## src/logic/fxp_regs.svh

```systemverilog
// Constants for the fiber-capable receive coding block
`ifndef FXP_REGS_SVH
`define FXP_REGS_SVH

// Code-groups, first received bit in the MSB
`define FXP_CG_IDLE   5'h1F
`define FXP_CG_T      5'h0D
`define FXP_CG_R      5'h07
`define FXP_JK_PAIR   10'h311
`define FXP_JK_TAIL   3'h6

// Nibbles toward the MAC
`define FXP_NIB_PRE   4'h5
`define FXP_NIB_BAD   4'hE
`define FXP_NIB_ZERO  4'h0

// Bit and cycle counts
`define FXP_SYM_LAST  3'h4
`define FXP_IDLE2_RUN 4'hA
`define FXP_FEF_ONES  7'h54
`define FXP_FEF_LONG  7'h55
`define FXP_FEF_REPS  2'h3

// Link-up qualification time
`define FXP_CLK_NS    50
`define FXP_LINK_NS   395000
`define FXP_LINK_CYC  ((`FXP_LINK_NS + `FXP_CLK_NS - 1) / `FXP_CLK_NS)

`endif

```

## src/logic/fxp_pkg.sv

```systemverilog
// Types shared by the fiber-capable receive coding block
`default_nettype none

package fxp_pkg;

  // Aligner states, Gray coded along hunt -> check -> data
  typedef enum logic [1:0] {
    FXP_HUNT = 2'b00,
    FXP_SSD  = 2'b01,
    FXP_DATA = 2'b11,
    FXP_BAD  = 2'b10
  } fxp_aln_e;

  // Receive nibble interface toward the MAC
  typedef struct packed {
    logic       crs;
    logic       dv;
    logic       er;
    logic [3:0] d;
  } fxp_mii_s;

  // Decoded code-group
  typedef struct packed {
    logic       err;
    logic [3:0] nib;
  } fxp_dec_s;

endpackage : fxp_pkg

`default_nettype wire

```

## src/logic/fxp_rx_pcs.sv

```systemverilog
// Receive coding, link monitor and fiber far-end fault for 100 Mb/s
`include "fxp_regs.svh"
`timescale 1ns/1ps
`default_nettype none

// Operation
// Fix the 5-bit boundary only after the pair 11000 10001 is seen.
// Translate each aligned 5B code-group to its 4B nibble through a table.
// Delimiter pair after idles is replaced by two preamble nibbles 0101.
// Stop conversion on the end delimiter pair or two consecutive idles.
// Link up and coding enabled only after signal detect holds 395 us.
// Idle to non-idle change without the delimiter pair is a bad start.
// Bad start drives error high and nibble 1110 until two idles arrive.
// Each bad start adds exactly one to the false carrier counter.
// Error and carrier drop once two idles follow a bad start.
// Fiber mode comes from a strap caught at reset or a config write.
// Fiber transmit skips scrambling and three-level coding, sends NRZI.
// Fiber receive skips three-level decoding and descrambling.
// Fiber mode without received signal sends the far-end fault pattern.
// Fault pattern is three or more cycles of 84 ones then one zero.
// Fiber receive watches for the fault pattern and forces link down.
// While forced down by a far-end fault, transmit only idles.
// An idle code-group is five ones, 11111.
// Aligner drops its boundary and hunts again after reception ends.
// Fault is declared after three consecutive 84-ones-one-zero cycles.
module fxp_rx_pcs
  import fxp_pkg::*;
#(
  parameter int LINK_CYC = `FXP_LINK_CYC
) (
  // Clock and reset
  input  wire logic      clk,
  input  wire logic      rst,
  input  wire logic      ce,
  // Fiber mode configuration
  input  wire logic      fx_strap,
  input  wire logic      fx_cfg_we,
  input  wire logic      fx_cfg_val,
  // Receive line side
  input  wire logic      sig_det,
  input  wire logic      rx_line_nrzi,
  input  wire logic      rx_descr_bit,
  // Transmit sources
  input  wire logic      tx_nrz_bit,
  input  wire logic      tx_scr_bit,
  // Transmit line side
  output logic           tx_line_nrzi,
  output logic           tx_mlt3_en,
  // Status
  output logic           fiber_mode,
  output logic           link_up,
  output logic           fef_seen,
  output logic [15:0]    false_carrier_cnt,
  // MII receive
  output fxp_mii_s       mii_rx,
  output logic           rx_nib_stb
);

  // 5B to 4B table; anything outside the data set is flagged
  function automatic fxp_dec_s cg_decode(input logic [4:0] cg);
    fxp_dec_s r;
    r.err = 1'b0;
    r.nib = `FXP_NIB_ZERO;
    case (cg)
      5'h1E: r.nib = 4'h0;
      5'h09: r.nib = 4'h1;
      5'h14: r.nib = 4'h2;
      5'h15: r.nib = 4'h3;
      5'h0A: r.nib = 4'h4;
      5'h0B: r.nib = 4'h5;
      5'h0E: r.nib = 4'h6;
      5'h0F: r.nib = 4'h7;
      5'h12: r.nib = 4'h8;
      5'h13: r.nib = 4'h9;
      5'h16: r.nib = 4'hA;
      5'h17: r.nib = 4'hB;
      5'h1A: r.nib = 4'hC;
      5'h1B: r.nib = 4'hD;
      5'h1C: r.nib = 4'hE;
      5'h1D: r.nib = 4'hF;
      default: r.err = 1'b1;
    endcase
    return r;
  endfunction : cg_decode

  function automatic logic cg_is_idle(input logic [4:0] cg);
    return (cg == `FXP_CG_IDLE);
  endfunction : cg_is_idle

  localparam logic [12:0] LINK_LAST = 13'(LINK_CYC - 1);

  // Mode and link state
  logic        strap_pend_r;
  logic        fiber_r;
  logic [12:0] sd_cnt_r;
  logic        sd_ok_r;
  logic        link_r;
  logic        fef_seen_r;

  // Transmit state
  logic        tx_line_r;
  logic        mlt3_en_r;

  // Receive state
  logic        rx_prev_r;
  logic [9:0]  sh_r;
  logic [3:0]  idle_run_r;
  fxp_aln_e    st_r;
  logic [2:0]  tail_r;
  logic [2:0]  ph_r;
  logic        prev_idle_r;
  logic        t_seen_r;
  fxp_dec_s    hold_r;
  fxp_mii_s    mii_r;
  logic        stb_r;
  logic [15:0] fcc_r;

  // Submodule links
  logic        fef_found;
  logic        fef_act;
  logic        fef_bit;

  // Receive bit selection
  wire rx_fiber_nrz = rx_line_nrzi ^ rx_prev_r;
  wire rx_bit       = fiber_r ? rx_fiber_nrz : rx_descr_bit;

  // Alignment decode
  wire [9:0] sh_nxt    = {sh_r[8:0], rx_bit};
  wire [4:0] sym       = sh_nxt[4:0];
  wire       jk_hit    = (sh_nxt == `FXP_JK_PAIR);
  wire       idle_ok   = (idle_run_r == `FXP_IDLE2_RUN);
  wire       ssd_start = idle_ok & ~rx_bit;
  wire       tail_end  = (tail_r == `FXP_JK_TAIL);
  wire       sym_stb   = (ph_r == `FXP_SYM_LAST);
  wire       sym_idle  = cg_is_idle(sym);
  wire       two_idle  = sym_idle & prev_idle_r;
  wire       esd_hit   = t_seen_r & (sym == `FXP_CG_R);
  wire       is_t      = (sym == `FXP_CG_T);
  wire       data_end  = two_idle | esd_hit;

  // Link and fault decode
  wire fef_force = fiber_r & fef_found;
  wire link_nxt  = sd_ok_r & ~fef_force;
  wire fef_req   = fiber_r & ~sig_det;

  // Transmit bit before NRZI: fault pattern, idle, or data
  wire tx_data_bit = fiber_r ? tx_nrz_bit : tx_scr_bit;
  wire tx_sel_bit  = fef_act ? fef_bit : (link_r ? tx_data_bit : 1'b1);

  assign tx_line_nrzi      = tx_line_r;
  assign tx_mlt3_en        = mlt3_en_r;
  assign fiber_mode        = fiber_r;
  assign link_up           = link_r;
  assign fef_seen          = fef_seen_r;
  assign false_carrier_cnt = fcc_r;
  assign mii_rx            = mii_r;
  assign rx_nib_stb        = stb_r;

  fxp_fef_gen u_fef_gen (
    .clk     (clk),
    .rst     (rst),
    .ce      (ce),
    .req     (fef_req),
    .active  (fef_act),
    .bit_out (fef_bit)
  );

  fxp_fef_det u_fef_det (
    .clk    (clk),
    .rst    (rst),
    .ce     (ce),
    .en     (fiber_r),
    .bit_in (rx_bit),
    .found  (fef_found)
  );

  // Fiber mode: strap caught on the first enabled edge after reset
  always_ff @(posedge clk) begin
    if (rst) begin
      strap_pend_r <= 1'b1;
      fiber_r      <= 1'b0;
      mlt3_en_r    <= 1'b1;
    end else if (ce) begin
      strap_pend_r <= 1'b0;
      if (strap_pend_r) begin
        fiber_r   <= fx_strap;
        mlt3_en_r <= ~fx_strap;
      end else if (fx_cfg_we) begin
        fiber_r   <= fx_cfg_val;
        mlt3_en_r <= ~fx_cfg_val;
      end
    end
  end

  // Link monitor: signal detect must hold for the full qualification time
  always_ff @(posedge clk) begin
    if (rst) begin
      sd_cnt_r   <= 13'h0000;
      sd_ok_r    <= 1'b0;
      link_r     <= 1'b0;
      fef_seen_r <= 1'b0;
    end else if (ce) begin
      if (!sig_det) begin
        sd_cnt_r <= 13'h0000;
        sd_ok_r  <= 1'b0;
      end else if (sd_cnt_r == LINK_LAST) begin
        sd_ok_r <= 1'b1;
      end else begin
        sd_cnt_r <= sd_cnt_r + 13'h0001;
      end
      link_r     <= link_nxt;
      fef_seen_r <= fef_force;
    end
  end

  // Transmit NRZI encoder
  always_ff @(posedge clk) begin
    if (rst) begin
      tx_line_r <= 1'b0;
    end else if (ce) begin
      tx_line_r <= tx_line_r ^ tx_sel_bit;
    end
  end

  // Receive shifter and idle run tracking
  always_ff @(posedge clk) begin
    if (rst) begin
      rx_prev_r  <= 1'b0;
      sh_r       <= 10'h000;
      idle_run_r <= 4'h0;
    end else if (ce) begin
      rx_prev_r <= rx_line_nrzi;
      sh_r      <= sh_nxt;
      if (!rx_bit) begin
        idle_run_r <= 4'h0;
      end else if (!idle_ok) begin
        idle_run_r <= idle_run_r + 4'h1;
      end
    end
  end

  // Aligner, decoder and MII output
  always_ff @(posedge clk) begin
    if (rst) begin
      st_r        <= FXP_HUNT;
      tail_r      <= 3'h0;
      ph_r        <= 3'h0;
      prev_idle_r <= 1'b0;
      t_seen_r    <= 1'b0;
      hold_r      <= '0;
      mii_r       <= '0;
      stb_r       <= 1'b0;
      fcc_r       <= 16'h0000;
    end else if (ce) begin
      stb_r <= 1'b0;
      if (!link_r) begin
        st_r  <= FXP_HUNT;
        mii_r <= '0;
      end else begin
        case (st_r)
          FXP_HUNT: begin
            ph_r        <= 3'h0;
            prev_idle_r <= 1'b0;
            t_seen_r    <= 1'b0;
            if (ssd_start) begin
              st_r   <= FXP_SSD;
              tail_r <= 3'h0;
            end else if (jk_hit) begin
              st_r        <= FXP_DATA;
              hold_r.err  <= 1'b0;
              hold_r.nib  <= `FXP_NIB_PRE;
              mii_r.crs   <= 1'b1;
              mii_r.dv    <= 1'b1;
              mii_r.er    <= 1'b0;
              mii_r.d     <= `FXP_NIB_PRE;
              stb_r       <= 1'b1;
            end
          end
          FXP_SSD: begin
            tail_r <= tail_r + 3'h1;
            if (tail_end) begin
              mii_r.crs <= 1'b1;
              stb_r     <= 1'b1;
              if (jk_hit) begin
                st_r       <= FXP_DATA;
                hold_r.err <= 1'b0;
                hold_r.nib <= `FXP_NIB_PRE;
                mii_r.dv   <= 1'b1;
                mii_r.er   <= 1'b0;
                mii_r.d    <= `FXP_NIB_PRE;
              end else begin
                st_r     <= FXP_BAD;
                mii_r.dv <= 1'b0;
                mii_r.er <= 1'b1;
                mii_r.d  <= `FXP_NIB_BAD;
                fcc_r    <= fcc_r + 16'h0001;
              end
            end
          end
          FXP_DATA: begin
            ph_r <= sym_stb ? 3'h0 : ph_r + 3'h1;
            if (sym_stb) begin
              prev_idle_r <= sym_idle;
              if (data_end) begin
                st_r  <= FXP_HUNT;
                mii_r <= '0;
              end else begin
                mii_r.dv <= 1'b1;
                mii_r.er <= hold_r.err;
                mii_r.d  <= hold_r.nib;
                stb_r    <= 1'b1;
                hold_r   <= cg_decode(sym);
                t_seen_r <= is_t;
              end
            end
          end
          FXP_BAD: begin
            ph_r <= sym_stb ? 3'h0 : ph_r + 3'h1;
            if (sym_stb) begin
              prev_idle_r <= sym_idle;
              if (two_idle) begin
                st_r  <= FXP_HUNT;
                mii_r <= '0;
              end else begin
                mii_r.er <= 1'b1;
                mii_r.d  <= `FXP_NIB_BAD;
                stb_r    <= 1'b1;
              end
            end
          end
          default: begin
            st_r  <= FXP_HUNT;
            mii_r <= '0;
          end
        endcase
      end
    end
  end

endmodule : fxp_rx_pcs

`default_nettype wire

```

## src/logic/fxp_fef_gen.sv

```systemverilog
// Far-end fault pattern generator
`include "fxp_regs.svh"
`timescale 1ns/1ps
`default_nettype none

module fxp_fef_gen (
  // Clock and reset
  input  wire logic clk,
  input  wire logic rst,
  input  wire logic ce,
  // Request
  input  wire logic req,
  // Pattern
  output logic      active,
  output logic      bit_out
);

  logic       act_r;
  logic [6:0] pos_r;
  logic [1:0] reps_r;

  wire cyc_end  = (pos_r == `FXP_FEF_ONES);
  wire last_rep = (reps_r == (`FXP_FEF_REPS - 2'h1));
  wire stop     = cyc_end & ~req & last_rep;

  assign active  = act_r;
  assign bit_out = act_r & ~cyc_end;

  always_ff @(posedge clk) begin
    if (rst) begin
      act_r  <= 1'b0;
      pos_r  <= 7'h00;
      reps_r <= 2'h0;
    end else if (ce) begin
      if (!act_r) begin
        act_r  <= req;
        pos_r  <= 7'h00;
        reps_r <= 2'h0;
      end else if (cyc_end) begin
        act_r <= ~stop;
        pos_r <= 7'h00;
        if (!last_rep && reps_r != `FXP_FEF_REPS) begin
          reps_r <= reps_r + 2'h1;
        end
      end else begin
        pos_r <= pos_r + 7'h01;
      end
    end
  end

endmodule : fxp_fef_gen

`default_nettype wire

```

## src/logic/fxp_fef_det.sv

```systemverilog
// Far-end fault pattern detector
`include "fxp_regs.svh"
`timescale 1ns/1ps
`default_nettype none

module fxp_fef_det (
  // Clock and reset
  input  wire logic clk,
  input  wire logic rst,
  input  wire logic ce,
  // Stream
  input  wire logic en,
  input  wire logic bit_in,
  // Result
  output logic      found
);

  logic [6:0] run_r;
  logic [1:0] hits_r;
  logic       found_r;

  wire run_full  = (run_r == `FXP_FEF_ONES);
  wire run_long  = (run_r == `FXP_FEF_LONG);
  wire good_zero = ~bit_in & run_full;

  assign found = found_r;

  always_ff @(posedge clk) begin
    if (rst) begin
      run_r   <= 7'h00;
      hits_r  <= 2'h0;
      found_r <= 1'b0;
    end else if (ce) begin
      if (!en) begin
        run_r   <= 7'h00;
        hits_r  <= 2'h0;
        found_r <= 1'b0;
      end else if (bit_in) begin
        if (!run_long) begin
          run_r <= run_r + 7'h01;
        end
        if (run_full) begin
          hits_r  <= 2'h0;
          found_r <= 1'b0;
        end
      end else begin
        run_r <= 7'h00;
        if (good_zero) begin
          if (hits_r != `FXP_FEF_REPS) begin
            hits_r <= hits_r + 2'h1;
          end
          if (hits_r >= (`FXP_FEF_REPS - 2'h1)) begin
            found_r <= 1'b1;
          end
        end else begin
          hits_r  <= 2'h0;
          found_r <= 1'b0;
        end
      end
    end
  end

endmodule : fxp_fef_det

`default_nettype wire

```

## config.mk

```make
export PLATFORM = sky130hd
export DESIGN_NAME = fxp_rx_pcs
export DESIGN_NICKNAME = d
export VERILOG_FILES = /design/src/logic/fxp_pkg.sv /design/src/logic/fxp_rx_pcs.sv /design/src/logic/fxp_fef_gen.sv /design/src/logic/fxp_fef_det.sv
export VERILOG_INCLUDE_DIRS = /design/src /design/src/logic
export SDC_FILE = /design/constraint.sdc
export NUM_CORES = 1
export LEC_CHECK = 0
export ABC_AREA = 1
export BUFFER_PORTS_ARGS = -buffer_cell sky130_fd_sc_hd__buf_2
export CORE_MARGIN = 1.5
export CORE_UTILIZATION = 40
export DETAILED_ROUTE_END_ITERATION = 10
export PLACE_DENSITY = 0.6
export SLEW_MARGIN = 20
export SYNTH_ARGS = -nofsm -noshare
export SYNTH_HDL_FRONTEND = slang
export SYNTH_SLANG_ARGS = --single-unit
```

## constraint.sdc

```tcl
create_clock -name clk -period 3.6 [get_ports clk]
set_clock_uncertainty 0.2 [all_clocks]
set_input_delay 0.72 -clock clk [delete_from_list [all_inputs] [get_ports clk]]
set_output_delay 0.72 -clock clk [all_outputs]
set_load 0.05 [all_outputs]
```

After elaboration in Yosys (flattened, before gate mapping)

Index checks and enable logic that the tools add are counted.

Register bits: 93
Bits in latches: 0
Memory bits (writable): 0
ROM bits: 0
Input bits: 11
Output and inout bits: 29
Logic and storage cells: 227
Memories: 0

$add $sub $neg: 9
Multiply operators: 0
Div/mod/pow operators: 0
Magnitude comparators: 1
Equal/unequal tests: 56
Shift-type cells: 0
Mux-type cells: 81
Bitwise logic cells: 22
Reduce and logical (&&, ||, !) cells: 28

Operator list:

| cell                  | count |
|---|---|
| $mux 7                | 11 |
| $eq 5x5->1 const B    | 12 |
| $pmux 4 s15           | 1 |
| $mux 2                | 16 |
| $mux 1                | 31 |
| $eq 5x4->1 const B    | 6 |
| $mux 5                | 6 |
| $pmux 7 s4            | 1 |
| $ne 3x3->1 const B    | 9 |
| $mux 13               | 2 |
| $ne 2x2->1 const B    | 11 |
| $eq 7x7->1 const B    | 3 |
| $reduce_and 7->1      | 3 |
| $add 16x1->16 const B | 1 |
| $reduce_or 16->1      | 1 |
| $pmux 5 s3            | 1 |
| $add 7x1->7 const B   | 2 |
| $add 13x1->13 const B | 1 |
| $eq 13x13->1 const B  | 1 |
| $mux 6                | 2 |
| $pmux 3 s2            | 2 |
| $reduce_and 3->1      | 4 |
| $and 1x1->1           | 10 |
| $eq 10x10->1 const B  | 1 |
| other kinds (31)      | 59 |

Depth between registers and ports, before layout

Depth after elaboration: 9
Depth in mapped cells: 13

Modules after synthesis

A second synthesis with hierarchy kept.

Cells, all modules: 753
Area, all modules: 5,183.7 um^2

By module, submodules not included:

| module      | instances | cells each | area each (um^2) |
|---|---|---|---|
| fxp_rx_pcs  | 1         | 587        | 3,971.3 |
| fxp_fef_det | 1         | 95         | 640.6 |
| fxp_fef_gen | 1         | 71         | 571.8 |

Worst setup path before layout

OpenSTA, ideal clock, no wires.

Path type: reg-to-reg
Start point: reg link_r (netlist: link_up)
End point: reg hold_r[2] (netlist name)
Library setup time: 0.116 ns
Data arrival time: 1.794 ns
Path slack: 1.490 ns
Stages on the path, launching flop included: 11
Buffers on the path: 1
Path through: dfxtp_1 -> buf_2 -> nand2_2 -> nor2_2 -> inv_1 -> nand2_1 -> nand3_1 -> inv_1 -> nand2_1 -> o21ai_0 -> nor2_1

Longest elaborated chain between the ends: 1

Ends and longest elaborated chain:

| what                       | line              | source |
|---|---|---|
| start: declaration         | fxp_rx_pcs.sv:97  | `logic link_r;` |
| start signal: assignment   | fxp_rx_pcs.sv:211 | `link_r <= link_nxt;` |
| $reduce_and 7->1 (no line) | -                 |  |
| end signal: assignment     | fxp_rx_pcs.sv:312 | `hold_r <= cg_decode(sym);` |
| end: declaration           | fxp_rx_pcs.sv:113 | `fxp_dec_s hold_r;` |

No other way between the ends.
A chain may end at the register's enable or synchronous reset.

Worst setup path after layout

Start point: reg link_r (netlist: link_up)
End point: reg fcc_r[2] (netlist: false_carrier_cnt[2])

Longest elaborated chain between the ends: 1

Ends and longest elaborated chain:

| what                       | line              | source |
|---|---|---|
| $reduce_and 5->1 (no line) | -                 |  |
| end signal: assignment     | fxp_rx_pcs.sv:296 | `fcc_r <= fcc_r + 16'h0001;` |
| end: declaration           | fxp_rx_pcs.sv:116 | `logic [15:0] fcc_r;` |

No other way between the ends.

==> summary.txt <==
Post-Synth XOR/XNOR Area: 3.490%
Final period util: 67.61%
I/O pins: 40
Actual slew at the worst max-slew pin: 0.8473 ns
Placed insts: 916
DRC Markers: 0
First-pass GRT wire length: 20360 um
Post-synthesis mux area share: 0%
Die Wd: 115.0 um
DRT iter0 DRCs: 252
Drt first pass iters: 5
Synth Flop Type: dfxtp_1
Syn nets: 752
Routability congestion estimate: 0.9108
Synth top area share: 37.10%
Simple-gate area share of the yosys netlist: 32.96%
Synth Instances: 724
Slowest cell on the critical path: nor3_2
CP Cell Sequence: nand2_2 -> nor2_2 -> inv_1 -> nor3_2 -> nand2_1 -> nand2_1 -> nand2_1 -> nor2_1
Sequential power share: 47.9%
Final setup violation count: 0
Post-route ant nets: 0
Worst-path clk slew: 0.06 ns
Final Instance Count excl. Fillers: 932
Fmax: 410.8 MHz
CP Max Fanout: 12
Area of the mapped netlist: 5019 um2
DR vias: 4748
CTS tree: done
Diodes inserted: 0
Critical path capture point type: register
Root buffer cell: clkbuf_16
Setup Total Neg Slack: 0 ns
Starting Density: 41.44%
Cell area power density: 397.9 nW/um2
Relative slew slack: 43.20%
Largest net degree at the start of global routing: 44
Final nets: 787
CP arrival: 2.52 ns
Synthesized area per cell: 6.932 um2
Synthesis-to-layout area growth: 12.96%
Asr flop ratio synth: 0%
Critical Path Max Stage Delay: 0.69 ns
Met2 GRT Util: 32.58%
GRT met1 Usage: 24.22%
GR met3 Demand/Resource: 5.271%
CP most frequent cell: nand2_1
Avg Vias per Cell: 5.094
Number of synthesized flops with an enable pin: 0
Core outline area: 12110 um2
LEAKAGE: 0.002263 uW
Post-Route WL: 11800 um
Worst IR Drop VDD: 0.2501 mV
GRT Resource Usage Total: 19.33%
Row count: 40
Switching power: 555.7 uW
Worst Hold Class: register to register
WL per Instance: 12.67 um
Switching Fraction: 24.64%
H-tree Lvls: 3
Post-synthesis compound-gate area fraction: 14.51%
Synth cell types: 38
Vias in the first global route: 4441
Clock power frac: 44.0%
Port bufs: 39
Yosys Warn Count: 0
Die Area: 13230 um2
Pins Over Slew Limit: 0
Sequential fraction of the synthesis area: 37.10%
Most Crowded Layer GR: met2
Min Tclk post-route: 2.434 ns
Max clock buf depth: 2
RSZ-0062 raised after global routing: no
Internal: 1700 uW
Post-CTS setup buffer count: 0
Type of the worst setup path: register to register
Clk_lat worst skew: 0.35 ns
DP Wirelength: 8452 um
Adder-Cell Fraction of Synth Area: 4.238%
CTS buffer count: 9
Final Power: 2256 uW
Main combinational cell family by area after synthesis: simple AND/OR/NAND/NOR gates
Status: completed
Synth area leader: dfxtp_1
Grt total ovfl: 0
CTS sink count: 93
Initial antenna violation count: 0
Largest cells by area after synthesis: dfxtp_1 (37%), nand2_1 (13%), nor2_1 (6.4%), a21oi_1 (6.1%), inv_1 (5.5%)
Comb pwr share: 8.2%
Setup crit start kind: register
Fin. Hold Viols: 0
Hold buffer count at CTS: 0
Worst EP required: 3.69 ns
#FFs+latches synth: 93
Vert. Die Dim: 115.0 um
Resize count post-CTS: 0
Max Cap Viol: 0
Share of cells above drive strength 1: 13.35%
-- path summary, 6_finish.rpt --
path / slack [ns] / start / endpoint / depth (start not counted)
max: 1.17 / link_up$_SDFFE_PP0P_ / false_carrier_cnt[2]$_SDFFE_PP0P_ / 8
max reg2reg: 1.17 / link_up$_SDFFE_PP0P_ / false_carrier_cnt[2]$_SDFFE_PP0P_ / 8
min: 0.26 / tx_line_nrzi$_SDFFE_PP0P_ / tx_line_nrzi$_SDFFE_PP0P_ / 2
min reg2reg: 0.26 / tx_line_nrzi$_SDFFE_PP0P_ / tx_line_nrzi$_SDFFE_PP0P_ / 2
-- sequential cells by signal (all words and copies together) (netlist names), 2 cells and up --
name	cells
false_carrier_cnt	16
hold_r	5
idle_run_r	4
mii_rx	7
ph_r	3
sd_cnt_r	13
sh_r	9
st_r	2
tail_r	3
u_fef_det.hits_r	2
u_fef_det.run_r	7
u_fef_gen.pos_r	7
u_fef_gen.reps_r	2
-- layer usage --
metal / vias to the layer above / share of wire [%]
li1: 2443 / -
met1: 2229 / 48
met2: 62 / 48
met3: 14 / 3.4
met4: 0 / 1.3
met5: - / 0
-- cell usage after synthesis, types with 2 or more instances --
cell type,instances
a211oi_1,6
a21oi_1,61
a21oi_2,9
a31o_2,2
a31oi_1,3
buf_2,5
clkbuf_1,11
dfxtp_1,93
ha_1,17
inv_1,73
inv_2,6
nand2_1,170
nand2_2,9
nand2_4,4
nand3_1,39
nand3_2,3
nand4_1,19
nor2_1,86
nor2_2,4
nor3_1,19
nor3_2,2
nor3b_1,4
nor4_1,4
o21ai_0,38
o21ai_1,4
o21bai_1,2
or2_2,2
xnor2_1,3
xor2_1,17
-- power groups by stage --
stage	sequential [uW]	clock [uW]	combinational, uW
final	1080	992	184
after global routing	1080	1060	211
after CTS	1080	1020	186
after detailed placement	1100	0	185
after global placement	1100	0	180
after floorplan	1110	0	128
-- layout make-up --
type	count	area (um2)
inverter	79	296.5
clock inverter	3	42.54
timing repair buffer	42	217.7
fill	1308	6442
clock buffer	13	270.3
sequential	93	1862
multi-input combinational	534	2770
tap	168	210.2
-- critical path: cells and delay by family, from the launching register on --
kind          cells  cell delay [ns]
buf+inv           1             0.08
flops             1             0.60
simple gates      7             1.50
-- stage by stage --
step	area, um2	setup WS, ns	util [%]	hold WS [ns]
finish	5669	1.166	46.81	0.2606
detailed placement	5356	0.9589	44.23	0.2561
global route	5669	0.8793	46.81	0.2828
floorplan	5019	1.490	-	0.2371
global placement	5356	0.9964	44.23	0.2468
CTS	5669	1.171	46.81	0.2657
-- logic make-up (layout without fill, tap and decap cells) --
family / after synthesis / count (layout)
compound gates: 129 / 129
xor+xnor: 20 / 20
fa+ha+maj: 17 / 17
buf+inv: 97 / 137
flops: 93 / 93
simple gates: 368 / 368
-- cell usage in the layout (no fill, tap or decap), drive strengths merged --
cell	n
a211oi	6
a21boi	1
a21oi	71
a31o	2
a31oi	3
buf	42
bufinv	1
clkbuf	13
clkinv	1
clkinvlp	1
dfxtp	93
ha	17
inv	79
nand2	183
nand3	42
nand4	19
nor2	92
nor3	21
nor3b	4
nor4	4
o21ai	42
o21bai	2
o22ai	1
o31ai	1
or2	3
xnor2	3
xor2	17
(Power assumes the default switching activity.)
